File: config.mk
export PLATFORM = sky130hd
export DESIGN_NAME = reset_source_controller
export DESIGN_NICKNAME = d
export VERILOG_FILES = /design/src/verilog/reset_source_pkg.sv /design/src/verilog/reset_source_controller.sv
export SDC_FILE = /design/constraint.sdc
export NUM_CORES = 1
export LEC_CHECK = 0
export ABC_AREA = 1
export BUFFER_PORTS_ARGS = -buffer_cell sky130_fd_sc_hd__buf_2
export CORE_ASPECT_RATIO = 1.4
export CORE_UTILIZATION = 35
export CTS_CLUSTER_SIZE = 25
export DETAILED_ROUTE_END_ITERATION = 12
export SKIP_LAST_GASP = 1
export SYNTH_ARGS = -nofsm -noshare
export SYNTH_HDL_FRONTEND = slang
export SYNTH_SLANG_ARGS = --single-unit
File: constraint.sdc
create_clock -name core_clk -period 1.4 [get_ports core_clk]
set_input_delay 0.21 -clock core_clk [delete_from_list [all_inputs] [get_ports core_clk]]
set_output_delay 0.21 -clock core_clk [all_outputs]
set_load 0.05 [all_outputs]
File: src/verilog/reset_source_pkg.sv
// package: reset cause register layout, vectors and timing counts
`default_nettype none
package reset_source_pkg;
    // register map
    localparam logic [3:0] cause_offset = 4'h0;
    localparam logic [3:0] config_offset = 4'h1;
    // reset cause bit layout (8-bit register)
    localparam int bit_power_on = 7;
    localparam int bit_external = 6;
    localparam int bit_watchdog = 5;
    localparam int bit_bad_opcode = 4;
    localparam int bit_bad_fetch = 3;
    localparam int bit_monitor = 2;
    localparam int bit_undervoltage = 1;
    localparam logic [7:0] cause_reset_value = 8'h80;
    // config register: bit 0 stop enable, bit 1 monitor mode
    localparam int bit_stop_enable = 0;
    localparam int bit_monitor_mode = 1;
    localparam logic [1:0] config_reset_value = 2'h0;
    // vector addresses
    localparam logic [15:0] vector_high_normal = 16'hfffe;
    localparam logic [15:0] vector_high_monitor = 16'hfefe;
    localparam logic [15:0] vector_low = 16'hffff;
    localparam logic [15:0] watchdog_clear_addr = 16'hffff;
    localparam logic [7:0] blank_byte = 8'hff;
    // timing in oscillator cycles
    localparam int drive_cycles = 32;
    localparam int hold_cycles = 32;
    localparam int sample_cycles = 32;
    localparam int stabilize_cycles = 4096;
    localparam int bus_div = 4;
endpackage : reset_source_pkg
`default_nettype wire

File: src/verilog/reset_source_controller.sv
// reset sequencer with reset-cause status register
//
// Design decisions made here: the register offsets and the address-and-strobe port.
`timescale 1ns/1ns
`default_nettype none
// How it works
// - vector fetch address depends on monitor mode
// - reset restarts bus clock at oscillator divided four
// - reset aborts instruction; control bits kept, only rst clears them
// - low reset line sets external flag
// - internal source drives line 32, holds 32
// - power-on holds clocks 4096, line low
// - after stabilization release line 32, cpu 64
// - power-on sets own flag, clears others
// - watchdog overflow resets, sets watchdog flag
// - undervoltage drives line while low, then 4096
// - illegal opcode resets, sets bad opcode flag
// - stop without stop enable is illegal opcode
// - fetch from unmapped address resets, sets flag
// - data access to unmapped address is harmless
// - cause register read-only, read clears all but flags set in the same cycle
// - flags accumulate until a read
// - sample line 32 after release, maybe external
// - monitor entry sets monitor flag
// - interrupt waits for instruction completion
module reset_source_controller (
    input wire logic core_clk,
    input wire logic rst,
    input wire logic power_on_pulse,
    input wire logic supply_low,
    input wire logic watchdog_overflow,
    input wire logic illegal_opcode,
    input wire logic stop_executed,
    input wire logic opcode_fetch,
    input wire logic addr_unmapped,
    input wire logic monitor_entry,
    input wire logic instr_done,
    input wire logic irq_pending,
    input wire logic reset_line_in,
    output logic reset_line_out,
    output logic reset_line_oe_n,
    output logic cpu_in_reset,
    output logic clocks_enabled,
    output logic bus_clk_en,
    output logic vector_fetch,
    output logic [15:0] vector_addr_hi,
    output logic [15:0] vector_addr_lo,
    output logic abort_instr,
    output logic interrupt_take,
    output logic watchdog_clear,
    input wire logic [3:0] reg_addr,
    input wire logic [7:0] reg_wdata,
    input wire logic reg_wr,
    input wire logic reg_rd,
    input wire logic [15:0] cpu_addr,
    input wire logic cpu_wr,
    output logic [7:0] reg_rdata
);
    typedef enum logic [4:0] {
        st_run = 5'b0_0001,
        st_stab = 5'b0_0010,
        st_drive = 5'b0_0100,
        st_hold = 5'b0_1000,
        st_fetch = 5'b1_0000
    } seq_state_t;

    seq_state_t state_r;
    logic [12:0] count_r;
    logic [5:0] sample_cnt_r;
    logic sampling_r;
    logic [7:0] cause_r;
    logic [1:0] config_r;
    logic [1:0] div_r;
    logic long_seq_r;
    logic ext_req;
    logic bad_op;
    logic bad_fetch;
    logic int_req;
    logic any_req;
    logic cause_rd;
    logic [7:0] set_bits;

    // ----------------------------------------
    // reset sources
    // ----------------------------------------
    assign bad_op = illegal_opcode | (stop_executed & ~config_r[reset_source_pkg::bit_stop_enable]);
    assign bad_fetch = opcode_fetch & addr_unmapped;
    assign ext_req = ~reset_line_in & (state_r == st_run);
    assign int_req = watchdog_overflow | bad_op | bad_fetch | monitor_entry;
    assign any_req = power_on_pulse | supply_low | int_req | ext_req;
    assign cause_rd = reg_rd && reg_addr == reset_source_pkg::cause_offset;

    // ----------------------------------------
    // sequencer
    // ----------------------------------------
    always_ff @(posedge core_clk) begin
        if (rst) begin
            state_r <= st_stab;
            count_r <= 13'h0000;
            long_seq_r <= 1'b1;
        end else if (power_on_pulse || supply_low) begin
            state_r <= st_stab;
            count_r <= 13'h0000;
            long_seq_r <= 1'b1;
        end else if (state_r == st_run && any_req) begin
            state_r <= ext_req ? st_hold : st_drive;
            count_r <= 13'h0000;
            long_seq_r <= 1'b0;
        end else begin
            case (state_r)
                st_stab: begin
                    if (count_r == 13'(reset_source_pkg::stabilize_cycles - 1)) begin
                        state_r <= st_drive;
                        count_r <= 13'h0000;
                    end else begin
                        count_r <= count_r + 13'h0001;
                    end
                end
                st_drive: begin
                    if (count_r == 13'(reset_source_pkg::drive_cycles - 1)) begin
                        state_r <= st_hold;
                        count_r <= 13'h0000;
                    end else begin
                        count_r <= count_r + 13'h0001;
                    end
                end
                st_hold: begin
                    // outside power-on and low-supply sequences, an external party still holding the line keeps us here
                    if (!reset_line_in && !long_seq_r && count_r == 13'h0000) begin
                        count_r <= 13'h0000;
                    end else if (count_r == 13'(reset_source_pkg::hold_cycles - 1)) begin
                        state_r <= st_fetch;
                        count_r <= 13'h0000;
                    end else begin
                        count_r <= count_r + 13'h0001;
                    end
                end
                st_fetch: begin
                    state_r <= st_run;
                end
                default: begin
                    state_r <= st_run;
                end
            endcase
        end
    end

    // ----------------------------------------
    // line sampling after release
    // ----------------------------------------
    always_ff @(posedge core_clk) begin
        if (rst) begin
            sampling_r <= 1'b0;
            sample_cnt_r <= 6'h00;
        end else if (state_r == st_drive && count_r == 13'(reset_source_pkg::drive_cycles - 1)) begin
            sampling_r <= 1'b1;
            sample_cnt_r <= 6'h00;
        end else if (sampling_r) begin
            if (sample_cnt_r == 6'(reset_source_pkg::sample_cycles - 1)) begin
                sampling_r <= 1'b0;
            end
            sample_cnt_r <= sample_cnt_r + 6'h01;
        end
    end

    // ----------------------------------------
    // bus clock divider
    // ----------------------------------------
    always_ff @(posedge core_clk) begin
        if (rst || state_r != st_run) begin
            div_r <= 2'h0;
        end else begin
            div_r <= (div_r == 2'(reset_source_pkg::bus_div - 1)) ? 2'h0 : div_r + 2'h1;
        end
    end

    // ----------------------------------------
    // cause register
    // ----------------------------------------
    always_comb begin
        set_bits = 8'h00;
        if (state_r == st_run) begin
            set_bits[reset_source_pkg::bit_external] = ext_req;
            set_bits[reset_source_pkg::bit_watchdog] = watchdog_overflow;
            set_bits[reset_source_pkg::bit_bad_opcode] = bad_op;
            set_bits[reset_source_pkg::bit_bad_fetch] = bad_fetch;
            set_bits[reset_source_pkg::bit_monitor] = monitor_entry;
        end
        set_bits[reset_source_pkg::bit_undervoltage] = supply_low;
        if (sampling_r && sample_cnt_r == 6'(reset_source_pkg::sample_cycles - 1)) begin
            set_bits[reset_source_pkg::bit_external] = ~reset_line_in;
        end
    end

    always_ff @(posedge core_clk) begin
        if (rst) begin
            cause_r <= reset_source_pkg::cause_reset_value;
        end else if (power_on_pulse) begin
            cause_r <= reset_source_pkg::cause_reset_value;
        end else if (cause_rd) begin
            cause_r <= set_bits; // new event wins over read clear
        end else begin
            cause_r <= cause_r | set_bits;
        end
    end

    always_ff @(posedge core_clk) begin
        if (rst) begin
            config_r <= reset_source_pkg::config_reset_value;
        end else if (reg_wr && reg_addr == reset_source_pkg::config_offset) begin
            config_r <= reg_wdata[1:0];
        end
    end

    // writes to the cause register are ignored: read-only
    always_ff @(posedge core_clk) begin
        if (rst) begin
            reg_rdata <= 8'h00;
        end else if (reg_rd) begin
            if (reg_addr == reset_source_pkg::cause_offset) begin
                reg_rdata <= cause_r;
            end else if (reg_addr == reset_source_pkg::config_offset) begin
                reg_rdata <= {6'h00, config_r};
            end else begin
                reg_rdata <= 8'h00;
            end
        end else begin
            reg_rdata <= 8'h00;
        end
    end

    // ----------------------------------------
    // outputs
    // ----------------------------------------
    assign reset_line_out = 1'b0;
    assign reset_line_oe_n = ~(state_r == st_stab || state_r == st_drive);
    assign cpu_in_reset = state_r != st_run;
    assign clocks_enabled = state_r != st_stab;
    assign bus_clk_en = state_r == st_run && div_r == 2'h0;
    assign vector_fetch = state_r == st_fetch;
    assign vector_addr_hi = config_r[reset_source_pkg::bit_monitor_mode] ?
        reset_source_pkg::vector_high_monitor : reset_source_pkg::vector_high_normal;
    assign vector_addr_lo = reset_source_pkg::vector_low;
    assign abort_instr = state_r == st_run && any_req;
    assign interrupt_take = state_r == st_run && !any_req && irq_pending && instr_done;
    assign watchdog_clear = cpu_wr && cpu_addr == reset_source_pkg::watchdog_clear_addr;
endmodule : reset_source_controller
`default_nettype wire

==> flow_metrics.env, run 1 <==
export IMPL_drv_slew=0
export IMPL_fp_dieArea_mm2=0.00759
export IMPL_dr_first_iter_drc_count=86
export IMPL_async_flop_share_pct=0
export IMPL_clock_sink_count=45
export IMPL_cts_root_buf="clkbuf_8"
export IMPL_routedWlPerCell_um=10.9
export IMPL_netlist_area_mm2=0.00253
export IMPL_grt_max_degree=17
export IMPL_globalRouteOverflowTotal=0
export IMPL_ys_flop_type="dfxtp_1"
export IMPL_pre_cts_ws_ns=-0.0985
export IMPL_grt_first_pass_wirelength_mm=9.51
export IMPL_antenna_found_initial=0
export IMPL_min_path_type="input pin to flip-flop"
export IMPL_startpoint_type="flip-flop"
export IMPL_setup_violations_final=27
export IMPL_ys_seq_area_share_pct=35.6
export IMPL_track_usage_pct=16.3
export IMPL_failed_checks="setup timing"
export IMPL_cts_tree="done"
export IMPL_nNetsFinal=514
export IMPL_die_y_um=103
export IMPL_diodes=0
export IMPL_io_buffers=54
export IMPL_viasPerCell=4.41
export IMPL_required_ns=1.19
export IMPL_vias=2473
export IMPL_p_leak_nw=1.67
export IMPL_hold_viol=0
export IMPL_yosys_area_top_type_share_pct=35.6
export IMPL_synth_edf_count=0
export IMPL_syn_inst=358
export IMPL_worst_slack_ns=-0.207
export IMPL_synthDistinctLibCells=33
export IMPL_numCtsBuffers=5
export IMPL_cp_max_fo=4
export IMPL_critical_path_class="flip-flop to output port"
export IMPL_wl_mm=6.11
export IMPL_io_pins=93
export IMPL_yosys_warnings=0
export IMPL_irDropWorstVdd_v=0.000469
export IMPL_endpoint_kind="output port"
export IMPL_syn_mean_instance_area_um2=7.08
export IMPL_timing_fmax_mhz=622
export IMPL_grt_setup_unrepaired="yes"
export IMPL_ant_nets=0
export IMPL_coreArea_mm2=0.00698
export IMPL_cp_data_arrival_time_ns=1.40
export IMPL_fp_row_count=36
export IMPL_reg2reg_slack_ns=-0.15
export IMPL_fin_crit_ns=1.61
export IMPL_cts_buffer_depth=2
export IMPL_synth_top_area_cell="dfxtp_1"
export IMPL_clkLatencyLatePin_ns=0.31
export IMPL_dieWidth_um=73.9
export IMPL_run_status="finished, violations left"
export IMPL_start_util_pct=36.3
export IMPL_drc=0
export IMPL_fin_util_pct=53.2
export IMPL_ys_ff_latch=45
export IMPL_drive_gt1_share_pct=42.1
export IMPL_fin_crit_sh_pct=115
export IMPL_maxCapViolCount=0
export IMPL_fin_skew_ns=0.00416
export IMPL_netlist_top_cells_area="dfxtp_1 36%, nand2_1 9.9%, buf_4 9.8%"
export IMPL_grt_pass1_vias=2246
export IMPL_firstDrtPassIters=4
export IMPL_n_fill_cell=674
export IMPL_post_synth_top_count_cell="nand2_1"
export IMPL_htree_levels=2
export IMPL_cts_reportedPaths_clkPinSlew_ns=0.09
export IMPL_gp_congestion=0.795
export IMPL_dpl_hpwl_mm=4.35
export IMPL_syn2layout_area_growth_pct=46.6
export IMPL_synth_commonest_cells="67 x nand2_1, 53 x nor2_1, 51 x inv_1"
export IMPL_powerDensity_mw_per_mm2=666
power breakdown:
| part | switching [W] | internal, W |
|---|---|---|
| Sequential | 0.00000342 | 0.00128 |
| Clock | 0.000502 | 0.000364 |
| Combinational | 0.000260 | 0.0000673 |
sequential cells by signal, summed over array words and instances (netlist names):
signal        cells
cause_r           7
config_r          2
count_r          13
div_r             2
long_seq_r        1
reg_rdata         8
sample_cnt_r      6
sampling_r        1
state_r           5
placed cells by master (no fill, tap or decap), drive strengths merged:
cell type	Yosys	layout
nor4	3	3
nor3	6	6
nand3	29	29
or2	1	1
xnor2	2	2
ha	5	5
nand2	75	77
nand4	9	9
and3	1	1
nor3b	1	1
o21a	1	1
a21oi	13	13
inv	53	54
o21ai	8	8
dfxtp	45	45
buf	34	102
clkbuf	0	5
nor2	62	62
xor2	7	7
clkinvlp	0	2
conb	2	32
nand3b	1	1
what timing repair did:
item | in CTS | in global routing
setup endpoints to repair | 28 | 31
hold buffers | 0 | 0
buffers inserted | 10 | 4
gates resized for setup | 68 | 36
endpoints found under the hold margin | 0 | 0
cloned | 2 | 0
pin swaps | 22 | 20
kinds of logic (layout without fill, tap and decap cells):
family / Yosys count / after routing / share of synthesized area, %
simple gates: 188 / 190 / 35.2
xor+xnor: 9 / 9 / 3.11
buf+inv: 87 / 163 / 18.2
flops: 45 / 45 / 35.6
other cells: 2 / 32 / 0.296
fa+ha+maj: 5 / 5 / 2.47
compound gates: 22 / 22 / 5.19
critical path, stage by stage, from the launching register on:
cell and delay [ns]:
dfxtp_4 0.37, nor2_4 0.15, nand3_4 0.13, inv_4 0.11
nand3_4 0.07, nor2_4 0.11, buf_8 0.15
metal layers:
layer | share of wire, % | global-route usage [%] | up-vias
met5 | 0 | 0 | -
met4 | 2.7 | 6.36 | 0
met3 | 4.7 | 3.13 | 10
met2 | 55 | 32.4 | 70
met1 | 37 | 16.0 | 1121
li1 | - | - | 1272
stage by stage:
stage          area [um^2]  power [W]  instances  hold WS [ns]  TNS [ns]
2_1_floorplan         2730    0.00162        388         0.279    -0.300
3_3_place_gp          3120    0.00163        539         0.418    -0.849
3_5_place_dp          3120    0.00163        539         0.417     -1.28
4_1_cts               3560    0.00251        558         0.115     -1.74
5_1_grt               3710    0.00258        561         0.102     -4.93
6_report              3710    0.00248        561         0.108     -2.81
layout make-up:
type	count	area, um^2	share of cell area [%]
Inverter	53	213	5.73
Clock inverter	3	25.0	0.674
Tap cell	95	119	3.20
Timing Repair Buffer	102	739	19.9
Clock buffer	5	68.8	1.85
Sequential cell	45	917	24.7
Multi-Input combinational cell	258	1630	44.0
path summary, 6_finish.rpt:
| path | startpoint | depth (start not counted) | end |
|---|---|---|---|
| setup / recovery | state_r[2]$_SDFFE_PP0P_ | 6 | interrupt_take |
| hold / removal | rst | 2 | sampling_r$_SDFF_PP0_ |
| setup reg to reg | state_r[2]$_SDFFE_PP0P_ | 9 | count_r[11]$_SDFFE_PP0N_ |
| hold reg to reg | cause_r[3]$_SDFF_PP0_ | 2 | reg_rdata[3]$_SDFF_PP0_ |
Power figures use the tool's default switching activity.
==> inputs of run 2 (changes only) <==
--- a/config.mk
+++ b/config.mk
@@ -11,6 +11,7 @@
 export CORE_UTILIZATION = 35
 export CTS_CLUSTER_SIZE = 25
 export DETAILED_ROUTE_END_ITERATION = 12
+export PLACE_DENSITY = 0.61
 export SKIP_LAST_GASP = 1
 export SYNTH_ARGS = -nofsm -noshare
 export SYNTH_HDL_FRONTEND = slang
==> flow_metrics.env, run 2 (synthesis gave the netlist of run 1 again) <==
export IMPL_globalRouteOverflowTotal=0
export IMPL_viasPerCell=4.38
export IMPL_path_cells="nor2_4 > nand3_4 > inv_4 > nand3_2 > nor2_4 > buf_8"
export IMPL_maxCapViolCount=0
export IMPL_whs_path_depth=2
export IMPL_grt_pass1_vias=2214
export IMPL_reg2reg_depth=12
export IMPL_final_cell_mix="57 x nand2_1, 47 x buf_2, 41 x inv_1"
export IMPL_htree_levels=2
export IMPL_irDropWorstVdd_v=0.000444
export IMPL_min_path_type="input pin to flip-flop"
export IMPL_wl_mm=6.20
export IMPL_required_ns=1.19
export IMPL_failed_checks="setup timing"
export IMPL_nNetsFinal=514
export IMPL_endpoint_kind="output port"
export IMPL_dp_cells=539
export IMPL_reg_top3="count_r x13, reg_rdata x8, cause_r x7"
export IMPL_setup_violations_final=19
export IMPL_fin_skew_ns=0.00532
export IMPL_cp_data_arrival_time_ns=1.42
export IMPL_run_status="finished, violations left"
export IMPL_ant_nets=0
export IMPL_cp_top_family="simple AND/OR/NAND/NOR gates"
export IMPL_numCtsBuffers=5
export IMPL_dieWidth_um=73.9
export IMPL_antenna_found_initial=0
export IMPL_regMostFlops="count_r"
export IMPL_clock_sink_count=45
export IMPL_powerDensity_mw_per_mm2=659
export IMPL_io_buffers=54
export IMPL_vias=2456
export IMPL_drive_gt1_share_pct=41.8
export IMPL_io_pins=93
export IMPL_start_util_pct=36.3
export IMPL_diodes=0
export IMPL_cp_depth=6
export IMPL_p_leak_nw=1.66
export IMPL_timing_fmax_mhz=613
export IMPL_cpMaxStageDelayCell="dfxtp_4"
export IMPL_clkLatencyLatePin_ns=0.31
export IMPL_hold_viol=0
export IMPL_fp_row_count=36
export IMPL_track_usage_pct=15.8
export IMPL_cpPeakStageDelay_ns=0.37
export IMPL_firstDrtPassIters=4
export IMPL_syn2layout_area_growth_pct=45.8
export IMPL_fin_crit_ns=1.63
export IMPL_cts_tree="done"
export IMPL_grt_setup_unrepaired="yes"
export IMPL_worst_path_most_repeated_cell="nor2_4"
export IMPL_fin_crit_sh_pct=117
export IMPL_routedWlPerCell_um=11.0
export IMPL_die_y_um=103
export IMPL_fp_dieArea_mm2=0.00759
export IMPL_cts_root_buf="clkbuf_8"
export IMPL_largest_register_ffs=13
export IMPL_critical_path_class="flip-flop to output port"
export IMPL_grt_max_degree=21
export IMPL_final_common_cell="nand2_1"
export IMPL_dr_first_iter_drc_count=122
export IMPL_path_buf_inv=2
export IMPL_worst_slack_ns=-0.231
export IMPL_cts_reportedPaths_clkPinSlew_ns=0.09
export IMPL_cp_max_fo=4
export IMPL_grt_first_pass_wirelength_mm=9.23
export IMPL_cts_buffer_depth=2
export IMPL_drc=0
export IMPL_fin_cells=561
export IMPL_gp_congestion=0.771
export IMPL_startpoint_type="flip-flop"
export IMPL_coreArea_mm2=0.00698
export IMPL_tns_ns=-2.72
export IMPL_drv_slew=0
export IMPL_dpl_hpwl_mm=4.31
[run 2: changes by cell type in the layout (fill, tap and decap cells not counted), moves of 2 or more]
cell	change
inv_2	-2
inv_6	-2
nor2_4	-2
inv_1	+2
nor2_2	+4
clkinvlp_4	+2
nand2_4	-2
nor2_1	-2
[run 2: worst paths after layout]
path	from	endpoint	slack [ns]
max	state_r[2]$_SDFFE_PP0P_	interrupt_take	-0.23
min	rst	sampling_r$_SDFF_PP0_	0.12
max reg2reg	count_r[1]$_SDFFE_PP0N_	count_r[5]$_SDFFE_PP0N_	-0.17
min reg2reg	cause_r[2]$_SDFF_PP0_	reg_rdata[2]$_SDFF_PP0_	0.43
[run 2: power by group]
part	switching [W]	internal (W)
Clock	0.000470	0.000350
Combinational	0.000262	0.0000690
Sequential	0.00000350	0.00128
[run 2: layer usage]
layer | vias to the layer above | global-route usage [%] | wire, um
li1 | 1268 | - | -
met5 | - | 0 | 0
met1 | 1120 | 16.0 | 2390
met2 | 62 | 31.2 | 3450
met4 | 0 | 4.44 | 82
met3 | 6 | 3.71 | 269
[run 2: per-stage QoR]
stage	hold WS (ns)	power [W]	util, %	setup WS [ns]	cell area [um^2]
after floorplan	0.279	0.00162	-	-0.159	2730
after global placement	0.418	0.00163	44.7	-0.0688	3120
after detailed placement	0.418	0.00163	44.7	-0.0867	3120
after CTS	0.115	0.00245	49.6	-0.234	3460
after global routing	0.128	0.00253	52.9	-0.287	3690
final	0.116	0.00244	52.9	-0.231	3690
[run 2: cell type report]
| class | count | area [um^2] |
|---|---|---|
| fillers | 665 | 3290 |
| multi-input cells | 259 | 1630 |
| flip-flops and latches | 45 | 915 |
| repair buffers | 101 | 724 |
| inverters | 53 | 213 |
| well taps | 95 | 119 |
| clock buffers | 5 | 68.8 |
| clock inverters | 3 | 22.5 |
[run 2: worst register-to-register path: stages (launching register included)]
cell and delay, ns:
dfxtp_2 0.35, buf_6 0.12, inv_4 0.04, ha_4 0.11, inv_2 0.02, nor2_1 0.08
nand3_1 0.15, nor2_1 0.16, nand2_1 0.08, nand3_2 0.07, nand3_2 0.08, nand2_4 0.15
nor2_1 0.06
[run 2: what timing repair did]
item / in CTS / in global routing
buffers inserted: 6 / 6
gates resized for setup: 60 / 39
gates cloned: 0 / 3
setup endpoints to repair: 28 / 31
pin swaps: 21 / 25
hold buffers: 0 / 0
